## config.mk

```make
export PLATFORM = sky130hd
export DESIGN_NAME = mps_sequencer
export DESIGN_NICKNAME = d
export VERILOG_FILES = /design/src/rtl/mps_pkg.sv /design/src/rtl/mps_sequencer.sv
export SDC_FILE = /design/constraint.sdc
export NUM_CORES = 1
export LEC_CHECK = 0
export CORE_UTILIZATION = 55
export CTS_BUF_LIST = sky130_fd_sc_hd__clkbuf_4
export DETAILED_ROUTE_END_ITERATION = 6
export DONT_BUFFER_PORTS = 1
export GPL_ROUTABILITY_DRIVEN = 0
export GPL_TIMING_DRIVEN = 0
export PLACE_DENSITY = 0.76
export SLEW_MARGIN = 20
export SYNTH_ARGS = -nofsm -noshare
export SYNTH_HDL_FRONTEND = slang
export SYNTH_SLANG_ARGS = --single-unit
```

## constraint.sdc

```tcl
create_clock -name clk -period 8.36 [get_ports clk]
set_clock_uncertainty 0.15 [all_clocks]
set_input_delay 0.418 -clock clk [delete_from_list [all_inputs] [get_ports clk]]
set_output_delay 0.418 -clock clk [all_outputs]
set_load 0.005 [all_outputs]
```

## src/rtl/mps_pkg.sv

```systemverilog
// Shared constants and types for the metering power-up sequencer
package mps_pkg;

  // ----------------------------------------------------------------
  // Register map
  // ----------------------------------------------------------------
  localparam logic [15:0] ADDR_FLAGS_FIRST  = 16'hE502;
  localparam logic [15:0] ADDR_FLAGS_SECOND = 16'hE503;
  localparam logic [15:0] ADDR_MASK_FIRST   = 16'hE50A;
  localparam logic [15:0] ADDR_MASK_SECOND  = 16'hE50B;
  localparam logic [31:0] FLAGS_RESET       = 32'h0000_0000;
  localparam logic [31:0] MASK_RESET        = 32'h0000_0000;
  localparam logic [31:0] READ_UNMAPPED     = 32'h0000_0000;
  localparam int          RESET_DONE_BIT    = 15;

  // ----------------------------------------------------------------
  // Timing
  // ----------------------------------------------------------------
  localparam int CLK_FREQ_KHZ   = 125000;
  localparam int HOLD_TIME_MS   = 32;
  localparam int CLK_DELAY_US   = 20;
  localparam int HOLD_CYCLES    = HOLD_TIME_MS * CLK_FREQ_KHZ;
  localparam int DELAY_CYCLES   = (CLK_DELAY_US * CLK_FREQ_KHZ + 999) / 1000;
  localparam int FE_CLK_DIV     = 4;
  localparam int TAP_FALLS      = 8;
  localparam int SELECT_FALLS   = 3;
  localparam int TIMER_W        = 23;

  // ----------------------------------------------------------------
  // Types
  // ----------------------------------------------------------------
  typedef enum logic [2:0] {
    ST_INACTIVE,
    ST_HOLD,
    ST_CLK_WAIT,
    ST_TOGGLE,
    ST_DONE
  } mps_state_t;

  // Lines toward the isolated front-end devices
  typedef struct packed {
    logic       frontendClockOutput;
    logic       resetEnableN;
    logic [3:0] tapLines;   // neutral, C, B, A from msb down
  } mps_frontend_t;

endpackage

```

## src/rtl/mps_sequencer.sv

```systemverilog
// Power-up sequencer, front-end reset generator and reset-done status
`timescale 1ns/1ps
// Behaviour
// - After supply-good asserts, stay inactive a further 32 ms.
// - After the hold, drive a continuous divided clock to the front-ends.
// - 20 us after the clock starts, drive reset-enable low.
// - While reset-enable is low, all four tap lines fall exactly eight times.
// - After eight falls, raise reset-enable and all tap lines.
// - When complete, drive the second interrupt low and set flag bit 15.
// - Reset-done flag stays 0 during the sequence, set only at completion.
// - At the end of power-up the two-wire port is the host interface.
// - On power-up every software register takes its default value.
// - Three slave-select falls switch the host interface to SPI.
// - Writing 1 to bit 15 clears reset-done and releases the interrupt.
// - Reset-done interrupt is unmaskable; the mask cannot hide it.
// - Status flags clear on a written 1; a written 0 leaves them.
// - Supply-good loss returns to inactive and stops measurement.
module mps_sequencer #(
  parameter int HOLD_CYCLES  = mps_pkg::HOLD_CYCLES,
  parameter int DELAY_CYCLES = mps_pkg::DELAY_CYCLES
) (
  input  wire logic                   clk,
  input  wire logic                   rst_n,
  input  wire logic                   supplyGood,
  input  wire logic                   slaveSelectLine,
  input  wire logic [31:0]            eventFlagsFirst,
  input  wire logic [31:0]            eventFlagsSecond,
  input  wire logic                   regWrite,
  input  wire logic                   regRead,
  input  wire logic [15:0]            regAddr,
  input  wire logic [31:0]            regWrData,
  output logic      [31:0]            regRdData,
  output logic                        regRdValid,
  output mps_pkg::mps_frontend_t      frontend,
  output logic                        firstInterruptN,
  output logic                        secondInterruptN,
  output logic                        hostPortSpi,
  output logic                        measureEnable
);

  // ----------------------------------------------------------------
  // Reset release and pin synchronisers
  // ----------------------------------------------------------------
  logic       rstMeta_r;
  logic       rstSync_n;
  logic [1:0] pgSync_r;
  logic [1:0] ssSync_r;
  logic       ssPrev_r;

  // Asynchronous assert, synchronous release
  always_ff @(posedge clk or negedge rst_n) begin
    if (!rst_n) begin
      rstMeta_r <= 1'b0;
      rstSync_n <= 1'b0;
    end else begin
      rstMeta_r <= 1'b1;
      rstSync_n <= rstMeta_r;
    end
  end

  // Two stages per pin; only the second stage, bit 1, is read by logic
  always_ff @(posedge clk or negedge rstSync_n) begin
    if (!rstSync_n) begin
      pgSync_r <= 2'b00;
      ssSync_r <= 2'b11;
      ssPrev_r <= 1'b1;
    end else begin
      pgSync_r <= {pgSync_r[0], supplyGood};
      ssSync_r <= {ssSync_r[0], slaveSelectLine};
      ssPrev_r <= ssSync_r[1];
    end
  end

  logic powerGood;
  logic ssFall;
  assign powerGood = pgSync_r[1];
  assign ssFall    = ssPrev_r & ~ssSync_r[1];

  // ----------------------------------------------------------------
  // Sequencer state machine
  // ----------------------------------------------------------------
  localparam int DIV_W = $clog2(mps_pkg::FE_CLK_DIV);
  localparam logic [DIV_W-1:0] DIV_LAST = DIV_W'(mps_pkg::FE_CLK_DIV - 1);
  localparam logic [3:0] FALL_LAST = 4'(mps_pkg::TAP_FALLS - 1);
  localparam logic [mps_pkg::TIMER_W-1:0] HOLD_LAST =
    mps_pkg::TIMER_W'(HOLD_CYCLES - 1);
  localparam logic [mps_pkg::TIMER_W-1:0] DELAY_LAST =
    mps_pkg::TIMER_W'(DELAY_CYCLES - 1);

  mps_pkg::mps_state_t          state_r;
  mps_pkg::mps_state_t          state_nxt;
  logic [mps_pkg::TIMER_W-1:0]  timer_r;
  logic [DIV_W-1:0]             divPhase_r;
  logic [3:0]                   fallCnt_r;
  logic                         clockRunning;
  logic                         periodEnd;
  logic                         seqDone;

  assign clockRunning = (state_r == mps_pkg::ST_CLK_WAIT) ||
                        (state_r == mps_pkg::ST_TOGGLE) ||
                        (state_r == mps_pkg::ST_DONE);
  assign periodEnd    = (divPhase_r == DIV_LAST);
  assign seqDone      = (state_r == mps_pkg::ST_TOGGLE) && periodEnd &&
                        (fallCnt_r == FALL_LAST);

  // Next state; supply loss wins from every state
  always_comb begin
    state_nxt = state_r;
    case (state_r)
      mps_pkg::ST_INACTIVE: begin
        if (powerGood) begin
          state_nxt = mps_pkg::ST_HOLD;
        end
      end
      mps_pkg::ST_HOLD: begin
        if (timer_r == HOLD_LAST) begin
          state_nxt = mps_pkg::ST_CLK_WAIT;
        end
      end
      mps_pkg::ST_CLK_WAIT: begin
        // Align to a period boundary so every burst has whole periods
        if (timer_r >= DELAY_LAST && periodEnd) begin
          state_nxt = mps_pkg::ST_TOGGLE;
        end
      end
      mps_pkg::ST_TOGGLE: begin
        if (seqDone) begin
          state_nxt = mps_pkg::ST_DONE;
        end
      end
      mps_pkg::ST_DONE: begin
        state_nxt = mps_pkg::ST_DONE;
      end
      default: begin
        state_nxt = mps_pkg::ST_INACTIVE;
      end
    endcase
    if (!powerGood) begin
      state_nxt = mps_pkg::ST_INACTIVE;
    end
  end

  always_ff @(posedge clk or negedge rstSync_n) begin
    if (!rstSync_n) begin
      state_r <= mps_pkg::ST_INACTIVE;
    end else begin
      state_r <= state_nxt;
    end
  end

  // Cycle timer for the hold and the clock-to-reset delay
  always_ff @(posedge clk or negedge rstSync_n) begin
    if (!rstSync_n) begin
      timer_r <= '0;
    end else if (state_nxt != state_r) begin
      timer_r <= '0;
    end else if (timer_r != {mps_pkg::TIMER_W{1'b1}}) begin
      timer_r <= timer_r + 1'b1;
    end
  end

  // Divider phase; stopped while the front-end clock is parked high
  always_ff @(posedge clk or negedge rstSync_n) begin
    if (!rstSync_n) begin
      divPhase_r <= '0;
    end else if (!clockRunning) begin
      divPhase_r <= '0;
    end else begin
      divPhase_r <= divPhase_r + 1'b1;
    end
  end

  // Counts completed tap periods within the burst
  always_ff @(posedge clk or negedge rstSync_n) begin
    if (!rstSync_n) begin
      fallCnt_r <= '0;
    end else if (state_r != mps_pkg::ST_TOGGLE) begin
      fallCnt_r <= '0;
    end else if (periodEnd) begin
      fallCnt_r <= fallCnt_r + 1'b1;
    end
  end

  // ----------------------------------------------------------------
  // Front-end lines
  // ----------------------------------------------------------------
  logic       feClk_r;
  logic       resetEnN_r;
  logic [3:0] taps_r;

  // Clock parks high when stopped, runs at clk/4 otherwise
  always_ff @(posedge clk or negedge rstSync_n) begin
    if (!rstSync_n) begin
      feClk_r <= 1'b1;
    end else begin
      feClk_r <= clockRunning ? ~divPhase_r[DIV_W-1] : 1'b1;
    end
  end

  // Reset-enable low for exactly the burst window
  always_ff @(posedge clk or negedge rstSync_n) begin
    if (!rstSync_n) begin
      resetEnN_r <= 1'b1;
    end else begin
      resetEnN_r <= (state_r != mps_pkg::ST_TOGGLE);
    end
  end

  // Each tap line low in the second half of every burst period
  genvar g;
  generate
    for (g = 0; g < 4; g++) begin : gTap
      always_ff @(posedge clk or negedge rstSync_n) begin
        if (!rstSync_n) begin
          taps_r[g] <= 1'b1;
        end else begin
          taps_r[g] <= ~((state_r == mps_pkg::ST_TOGGLE) &&
                         divPhase_r[DIV_W-1]);
        end
      end
    end
  endgenerate

  assign frontend.frontendClockOutput = feClk_r;
  assign frontend.resetEnableN        = resetEnN_r;
  assign frontend.tapLines            = taps_r;

  // ----------------------------------------------------------------
  // Host port selection
  // ----------------------------------------------------------------
  logic [1:0] ssCnt_r;
  logic       spiSel_r;

  // Port choice only counts once the chipset is up; reverts on supply loss
  always_ff @(posedge clk or negedge rstSync_n) begin
    if (!rstSync_n) begin
      ssCnt_r  <= '0;
      spiSel_r <= 1'b0;
    end else if (state_r != mps_pkg::ST_DONE || !powerGood) begin
      ssCnt_r  <= '0;
      spiSel_r <= 1'b0;
    end else if (ssFall && !spiSel_r) begin
      if (ssCnt_r == 2'(mps_pkg::SELECT_FALLS - 1)) begin
        spiSel_r <= 1'b1;
      end
      ssCnt_r <= ssCnt_r + 1'b1;
    end
  end

  assign hostPortSpi   = spiSel_r;
  assign measureEnable = (state_r == mps_pkg::ST_DONE);

  // ----------------------------------------------------------------
  // Status and mask registers
  // ----------------------------------------------------------------
  logic [31:0] flagsFirst_r;
  logic [31:0] flagsSecond_r;
  logic [31:0] maskFirst_r;
  logic [31:0] maskSecond_r;
  logic        wrFlagsFirst;
  logic        wrFlagsSecond;
  logic [31:0] setSecond;
  logic [31:0] clrFirst;
  logic [31:0] clrSecond;

  assign wrFlagsFirst  = regWrite && (regAddr == mps_pkg::ADDR_FLAGS_FIRST);
  assign wrFlagsSecond = regWrite && (regAddr == mps_pkg::ADDR_FLAGS_SECOND);
  assign clrFirst      = wrFlagsFirst ? regWrData : '0;
  assign clrSecond     = wrFlagsSecond ? regWrData : '0;

  // Event sources are ignored until the chipset is up
  always_comb begin
    setSecond = measureEnable ? eventFlagsSecond : '0;
    setSecond[mps_pkg::RESET_DONE_BIT] = seqDone;
  end

  // Set beats clear in the same cycle so no event is lost
  always_ff @(posedge clk or negedge rstSync_n) begin
    if (!rstSync_n) begin
      flagsFirst_r  <= mps_pkg::FLAGS_RESET;
      flagsSecond_r <= mps_pkg::FLAGS_RESET;
    end else if (state_r != mps_pkg::ST_DONE && !seqDone) begin
      flagsFirst_r  <= mps_pkg::FLAGS_RESET;
      flagsSecond_r <= mps_pkg::FLAGS_RESET;
    end else begin
      flagsFirst_r  <= (flagsFirst_r & ~clrFirst) |
                       (measureEnable ? eventFlagsFirst : '0);
      flagsSecond_r <= (flagsSecond_r & ~clrSecond) | setSecond;
    end
  end

  // Masks are plain read/write and take defaults whenever power is lost
  always_ff @(posedge clk or negedge rstSync_n) begin
    if (!rstSync_n) begin
      maskFirst_r  <= mps_pkg::MASK_RESET;
      maskSecond_r <= mps_pkg::MASK_RESET;
    end else if (state_r == mps_pkg::ST_INACTIVE) begin
      maskFirst_r  <= mps_pkg::MASK_RESET;
      maskSecond_r <= mps_pkg::MASK_RESET;
    end else if (regWrite && regAddr == mps_pkg::ADDR_MASK_FIRST) begin
      maskFirst_r <= regWrData;
    end else if (regWrite && regAddr == mps_pkg::ADDR_MASK_SECOND) begin
      maskSecond_r <= regWrData;
    end
  end

  // Reset-done bypasses the mask; its mask bit has no effect
  logic [31:0] maskSecondEff;
  always_comb begin
    maskSecondEff = maskSecond_r;
    maskSecondEff[mps_pkg::RESET_DONE_BIT] = 1'b1;
  end

  assign firstInterruptN  = ~|(flagsFirst_r & maskFirst_r);
  assign secondInterruptN = ~|(flagsSecond_r & maskSecondEff);

  // ----------------------------------------------------------------
  // Read port
  // ----------------------------------------------------------------
  always_ff @(posedge clk or negedge rstSync_n) begin
    if (!rstSync_n) begin
      regRdData  <= mps_pkg::READ_UNMAPPED;
      regRdValid <= 1'b0;
    end else begin
      regRdValid <= regRead;
      if (regRead) begin
        case (regAddr)
          mps_pkg::ADDR_FLAGS_FIRST:  regRdData <= flagsFirst_r;
          mps_pkg::ADDR_FLAGS_SECOND: regRdData <= flagsSecond_r;
          mps_pkg::ADDR_MASK_FIRST:   regRdData <= maskFirst_r;
          mps_pkg::ADDR_MASK_SECOND:  regRdData <= maskSecond_r;
          default:                    regRdData <= mps_pkg::READ_UNMAPPED;
        endcase
      end
    end
  end

endmodule

```

# Word level (Yosys, flattened, before mapping)
# Index checks and enable logic that the tools add are counted.
dict set report classes {
  n_addsub 4
  n_lt_le_gt_ge 1
  n_eq_ne 17
  n_mux 28
  bitwise_logic 12
  n_reduce_logical 29
}
# operator n
set ops {}
lappend ops {{$mux 32} 11}
lappend ops {{$and 32x32->32} 4}
lappend ops {{$pmux 32 s4} 1}
lappend ops {{$eq 16x16->1 const B} 4}
lappend ops {{$not 32->32} 2}
lappend ops {{$or 32x32->32} 2}
lappend ops {{$reduce_or 32->1} 2}
lappend ops {{$mux 23} 2}
lappend ops {{$add 23x1->23 const B} 1}
lappend ops {{$eq 23x22->1 const B} 1}
lappend ops {{$ge 23x12->1 const B} 1}
lappend ops {{$ne 23x23->1 const B} 1}
lappend ops {{$pmux 3 s5} 1}
lappend ops {{$mux 3} 4}
lappend ops {{$reduce_bool 2->1} 6}
lappend ops {{$logic_and 1x1->1} 10}
lappend ops {{$mux 4} 2}
lappend ops {{$eq 3x2->1 const B} 2}
lappend ops {{$mux 2} 3}
lappend ops {{$logic_not 1->1} 5}
lappend ops {{$add 2x1->2 const B} 2}
lappend ops {{$add 4x1->4 const B} 1}
lappend ops {{$eq 2x2->1 const B} 2}
lappend ops {{$eq 4x3->1 const B} 1}
lappend ops {{12 further kinds} 20}
dict set report totals {
  regBits 206
  input_bits 118
  out_inout_bits 43
  word_cells 111
}

# Longest topological paths before layout
dict set report logic_depth {
  ltp_word 8
  ltp_mapped 9
  depth_no_buf 7
}

# Worst setup path before layout
# Ideal clock, no wire load.
dict set report synth_timing {
  path_type {register to register}
  from {reg timer_r[10] (netlist name)}
  to {reg timer_r[6] (netlist name)}
  setup_time_ps 120
  arrival_time_ps 2441
  required_time_ps 8090
  setup_slack_ps 5649
  path_stages_with_launch 8
  path_buffers 1
  synth_period_minus_slack_ps 2711
  cell_sequence {dfrtp_1 -> or3b_1 -> or4_4 -> or4b_1 -> a22o_2 -> mux2i_4 -> buf_6 -> nor2_1}
}
dict set report synth_via {
  elab_chain_len 7
  elab_cells_between_ends 11
  classes_between {1 x order compare; 3 x eq/ne; 5 x mux; 2 x reduce/logical}
}
# item line_no
set synth_lines {}
lappend synth_lines {{start, declared} mps_sequencer.sv:92} ;# logic [mps_pkg::TIMER_W-1:0] timer_r;
lappend synth_lines {{start signal, assigned} mps_sequencer.sv:158} ;# timer_r <= timer_r + 1'b1;
lappend synth_lines {{$ge 23x12->1} mps_sequencer.sv:122} ;# if (timer_r >= DELAY_LAST && periodEnd) begin
lappend synth_lines {{$logic_and 1x1->1} mps_sequencer.sv:122}
lappend synth_lines {{$mux 3} mps_sequencer.sv:122}
lappend synth_lines {{$pmux 3 s5 *} mps_sequencer.sv:109} ;# case (state_r)
lappend synth_lines {{$mux 3 *} mps_sequencer.sv:138} ;# if (!powerGood) begin
lappend synth_lines {{via state_nxt[0]} mps_sequencer.sv:91} ;# mps_pkg::mps_state_t state_nxt;
lappend synth_lines {{$ne 3x3->1 *} mps_sequencer.sv:155} ;# end else if (state_nxt != state_r) begin
lappend synth_lines {{$mux 23 / $reduce_bool 2->1 (equally long branches)} n/a}
# The timed path passes the listed nets; every way through them passes the cells marked *.
# A chain may end at the register's enable or synchronous reset.

# Worst setup path in the final report
dict set report layout_timing {
  from {reg state_r[1]}
  to {reg flagsFirst_r[0]}
}
dict set report layout_via {
  elab_chain_len 6
  elab_cells_between_ends 10
  classes_between {3 x eq/ne; 2 x mux; 1 x bitwise; 4 x reduce/logical}
}
# item line_no
set layout_lines {}
lappend layout_lines {{start, declared} mps_sequencer.sv:90} ;# mps_pkg::mps_state_t state_r;
lappend layout_lines {{start signal, assigned} mps_sequencer.sv:145} ;# state_r <= mps_pkg::ST_INACTIVE;
lappend layout_lines {{start signal, assigned} mps_sequencer.sv:147} ;# state_r <= state_nxt;
lappend layout_lines {{$eq 3x2->1} mps_sequencer.sv:103} ;# assign seqDone = (state_r == mps_pkg::ST_TOGGLE) && periodEnd &&
lappend layout_lines {{$logic_and 1x1->1 (2 in series)} mps_sequencer.sv:103}
lappend layout_lines {{$logic_not 1->1} mps_sequencer.sv:282} ;# end else if (state_r != mps_pkg::ST_DONE && !seqDone) begin
lappend layout_lines {{$logic_and 1x1->1} mps_sequencer.sv:282}
lappend layout_lines {{$mux 32 *} mps_sequencer.sv:282}
lappend layout_lines {{end signal, assigned} mps_sequencer.sv:280} ;# flagsFirst_r <= mps_pkg::FLAGS_RESET;
lappend layout_lines {{end signal, assigned} mps_sequencer.sv:283} ;# flagsFirst_r <= mps_pkg::FLAGS_RESET;
lappend layout_lines {{end signal, assigned} mps_sequencer.sv:286} ;# flagsFirst_r <= (flagsFirst_r & ~clrFirst) |
lappend layout_lines {{end, declared} mps_sequencer.sv:256} ;# logic [31:0] flagsFirst_r;
# Every way passes the cells marked *; elsewhere a longest branch is shown, timed or not.

==> key figures <==
Timing
  • Hold Vio Cnt, Final: 0
  • Final Critical Period: 3.45 ns
  • Slew @ Worst Pin: 1.16 ns
  • Hold WS: 0.0900 ns
  • Setup TNS: 0 ns
  • Count of final setup violators: 0
  • Final Cycle Share: 41.3%
  • Worst slew margin: 21.9%
  • Final Max Slew Viols: 0
  • Max Fclk: 290 MHz
  • Final WS setup: 4.91 ns
  • RSZ-0062 raised after global routing: no

Setup path
  • CP startpoint kind: flop
  • Slowest-stage cell, CP: buf_1
  • Crit end category: flop
  • Critical Path RT: 8.80 ns
  • Highest net fanout along the worst path: 10
  • Highest cell delay on the worst timing path: 0.64 ns
  • Worst path cell trace: buf_4, nor3_1, clkbuf_1, buf_1, a22oi_1, dlygate4sd3_1, nor2_1
  • Worst Path Arrival: 3.89 ns
  • Type of the worst setup path: reg2reg
  • Worst path top cell family by delay: buffers and inverters
  • CP bufs+invs: 4

Layout
  • Synth-to-layout area growth: 22.2%
  • Utilization after layout: 68.6%
  • Fin nets: 1257
  • Fill cells: 1312
  • Post-route cell area: 0.0118 sq mm
  • Share of cells above drive strength 1: 9.81%
  • Non-Filler Instances: 1402

Global route
  • Antenna violations before repair: 4
  • Vias in the first global route: 9042
  • GRT Util Overall: 35.9%
  • Largest net degree at the start of global routing: 56
  • Total gr overflow: 0
  • First-pass GRT wire length: 49.1 mm

Logic synthesis
  • Compound-Gate Fraction of Synth Area: 16.4%
  • Syn Area/Cell: 9.94 sq um
  • Yosys cell types: 49
  • Cell with the most instances after synthesis: dfrtp_1
  • Simple-gate share of the synthesized area: 15.4%
  • Synth Flop Type: dfrtp_1
  • Mapped Cells: 969
  • Top cell type's share of synthesized area: 51.9%
  • Post-synthesis register bit count: 206
  • Synth Cell Area: 0.00963 sq mm
  • Area contributors post-synth: dfrtp_1 (52%), mux2i_1 (7.1%), nor2_1 (6.6%), a22oi_1 (5.9%), nand2_1 (4.6%)
  • Post-synth top cells: dfrtp_1 (200), nor2_1 (169), nand2_1 (117)
  • EDFF count, synth: 0
  • Synth Area in XOR/XNOR: 2.18%
  • Post-synthesis sequential area ratio: 53.6%
  • Largest family of logic cells by synthesized area: compound AO/OA/AOI/OAI gates
  • Synth async-reset ratio: 100%
  • Multiplexer area fraction after synthesis: 7.30%
  • YS warnings: 0
  • Mapped Nets: 1091
  • Synth area leader: dfrtp_1
  • Adder-cell share of the synthesized area: 0.519%

Clock tree
  • Root Driver: clkbuf_4
  • Hold buffer count at cts: 107
  • TritonCTS clock tree: done
  • CTS resizes: 0
  • Clock sink total: 206
  • Total CTS buffers: 53
  • Clock transition at path regs: 0.08 ns
  • H-tree depth: 2
  • Deepest clock path buffer count: 3
  • Postcts setup bufs: 0
  • Worst skew pair latency: 0.70 ns

Floorplan
  • I/O pins: 161
  • Core box area: 0.0172 sq mm
  • Die X: 134 um
  • DIE HEIGHT: 134 um
  • Die area: 0.0180 sq mm
  • Initial core utilization: 56.1%
  • Row count: 48

Power
  • Sw frac: 25.0%
  • Int Power: 1.52 mW
  • Cell area power density: 172 mW/mm^2
  • Leak: 5.16 nW
  • Clock Power Share: 44.4%
  • Pwr Total: 2.02 mW
  • P_sw: 506 uW
  • Sequential share of power: 49.8%
  • Logic pwr share: 5.8%
  • Max IR drop VDD: 0.000124 V

Hold path
  • Worst Hold Class: in2reg

Detailed routing
  • DRC: 0
  • Initial DRC Count: 936
  • DR vias: 8863
  • Final ANT Viol Nets: 0
  • Via density: 6.32
  • First-pass DRT Iterations: 5
  • Final wirelength: 31.9 mm
  • DR WL/cell: 22.8 um

Placed design
  • Post-place setup slack: 5.11 ns
  • Cell count after placement: 1198
  • Placement Cell Area: 0.0100 sq mm
  • Port bufs: 0
  • Dpl hpwl: 21.0 mm

Run
  • Max-cap violations: 0

Outcome
  • Status: finished clean
-- cell families after synthesis --
family | after synthesis
simple gates | 350
fa+ha+maj | 4
compound gates | 210
other cells | 1
buf+inv | 105
xor+xnor | 24
flops | 206
mux | 69
-- flip-flops by register name (all words and copies together), names as in the netlist, 3 cells and up --
register	count
flagsFirst_r	32
flagsSecond_r	32
maskFirst_r	32
maskSecond_r	32
regRdData	32
timer_r	23
fallCnt_r	4
state_r	3
-- worst reg2reg max path, cell delays in order (launching register included) --
cell and delay, ns:
dfrtp_1 0.40, buf_4 0.17, nor3_1 0.50, clkbuf_1 0.62, buf_1 0.64, a22oi_1 0.18, dlygate4sd3_1 0.59, nor2_1 0.10
-- placed cells by master (no fill, tap or decap), drive strengths merged, types with 3 or more instances in the layout --
cell / netlist / final
dfrtp: 200 / 200
nor2: 169 / 169
clkbuf: 44 / 131
nand2: 117 / 117
dlygate4sd3: 0 / 107
a22oi: 76 / 76
mux2i: 69 / 69
a21oi: 42 / 42
a22o: 42 / 42
inv: 41 / 41
o221ai: 32 / 32
buf: 19 / 23
xor2: 18 / 18
nand4: 14 / 14
nand3: 13 / 13
a221oi: 9 / 9
nor3: 7 / 7
nor4: 6 / 6
xnor2: 6 / 6
dfstp: 6 / 6
diode: 0 / 5
and4: 4 / 4
clkinv: 1 / 4
ha: 4 / 4
and3: 3 / 3
and2: 3 / 3
-- per-layer routing --
metal | wire (um) | GRT usage (%) | vias to the layer above | share of wire [%]
met5 | 0 | 0 | - | 0
met4 | 2080 | 23.2 | 0 | 6.5
met3 | 3530 | 8.54 | 154 | 11
met2 | 14700 | 57.3 | 636 | 46
met1 | 11600 | 44.0 | 4266 | 36
li1 | - | - | 3807 | -
-- worst paths after layout --
kind	start	endpoint	slack [ns]	cells after the start
worst min register to register	rstSync_n	flagsSecond_r[10]	0.10	0
min in group asynchronous	rstSync_n	flagsSecond_r[10]	0.10	0
worst max-delay path	state_r[1]	flagsFirst_r[0]	4.91	7
max in group asynchronous	rstSync_n	ssPrev_r	7.01	2
worst max register to register	state_r[1]	flagsFirst_r[0]	4.91	7
worst min-delay path	regAddr[0]	regRdData[31]	0.09	4
-- power groups by stage --
stage | Clock (mW) | Sequential [mW] | Combinational [mW]
3_3_place_gp | 0 | 1.04 | 0.0420
6_report | 0.898 | 1.01 | 0.117
2_1_floorplan | 0 | 1.04 | 0.0310
4_1_cts | 0.893 | 1.01 | 0.114
3_5_place_dp | 0 | 1.03 | 0.0644
5_1_grt | 0.949 | 1.01 | 0.124
-- cell type report --
class	instances	area [sq um]	area share, %
flip-flops and latches	206	5170	43.9
multi-input cells	658	4040	34.3
repair buffers	111	1170	9.90
clock buffers	87	653	5.55
well taps	225	282	2.39
plain buffers	63	278	2.36
inverters	42	158	1.34
clock inverters	5	26.3	0.223
diodes	5	12.5	0.106
Power figures use the tool's default switching activity.
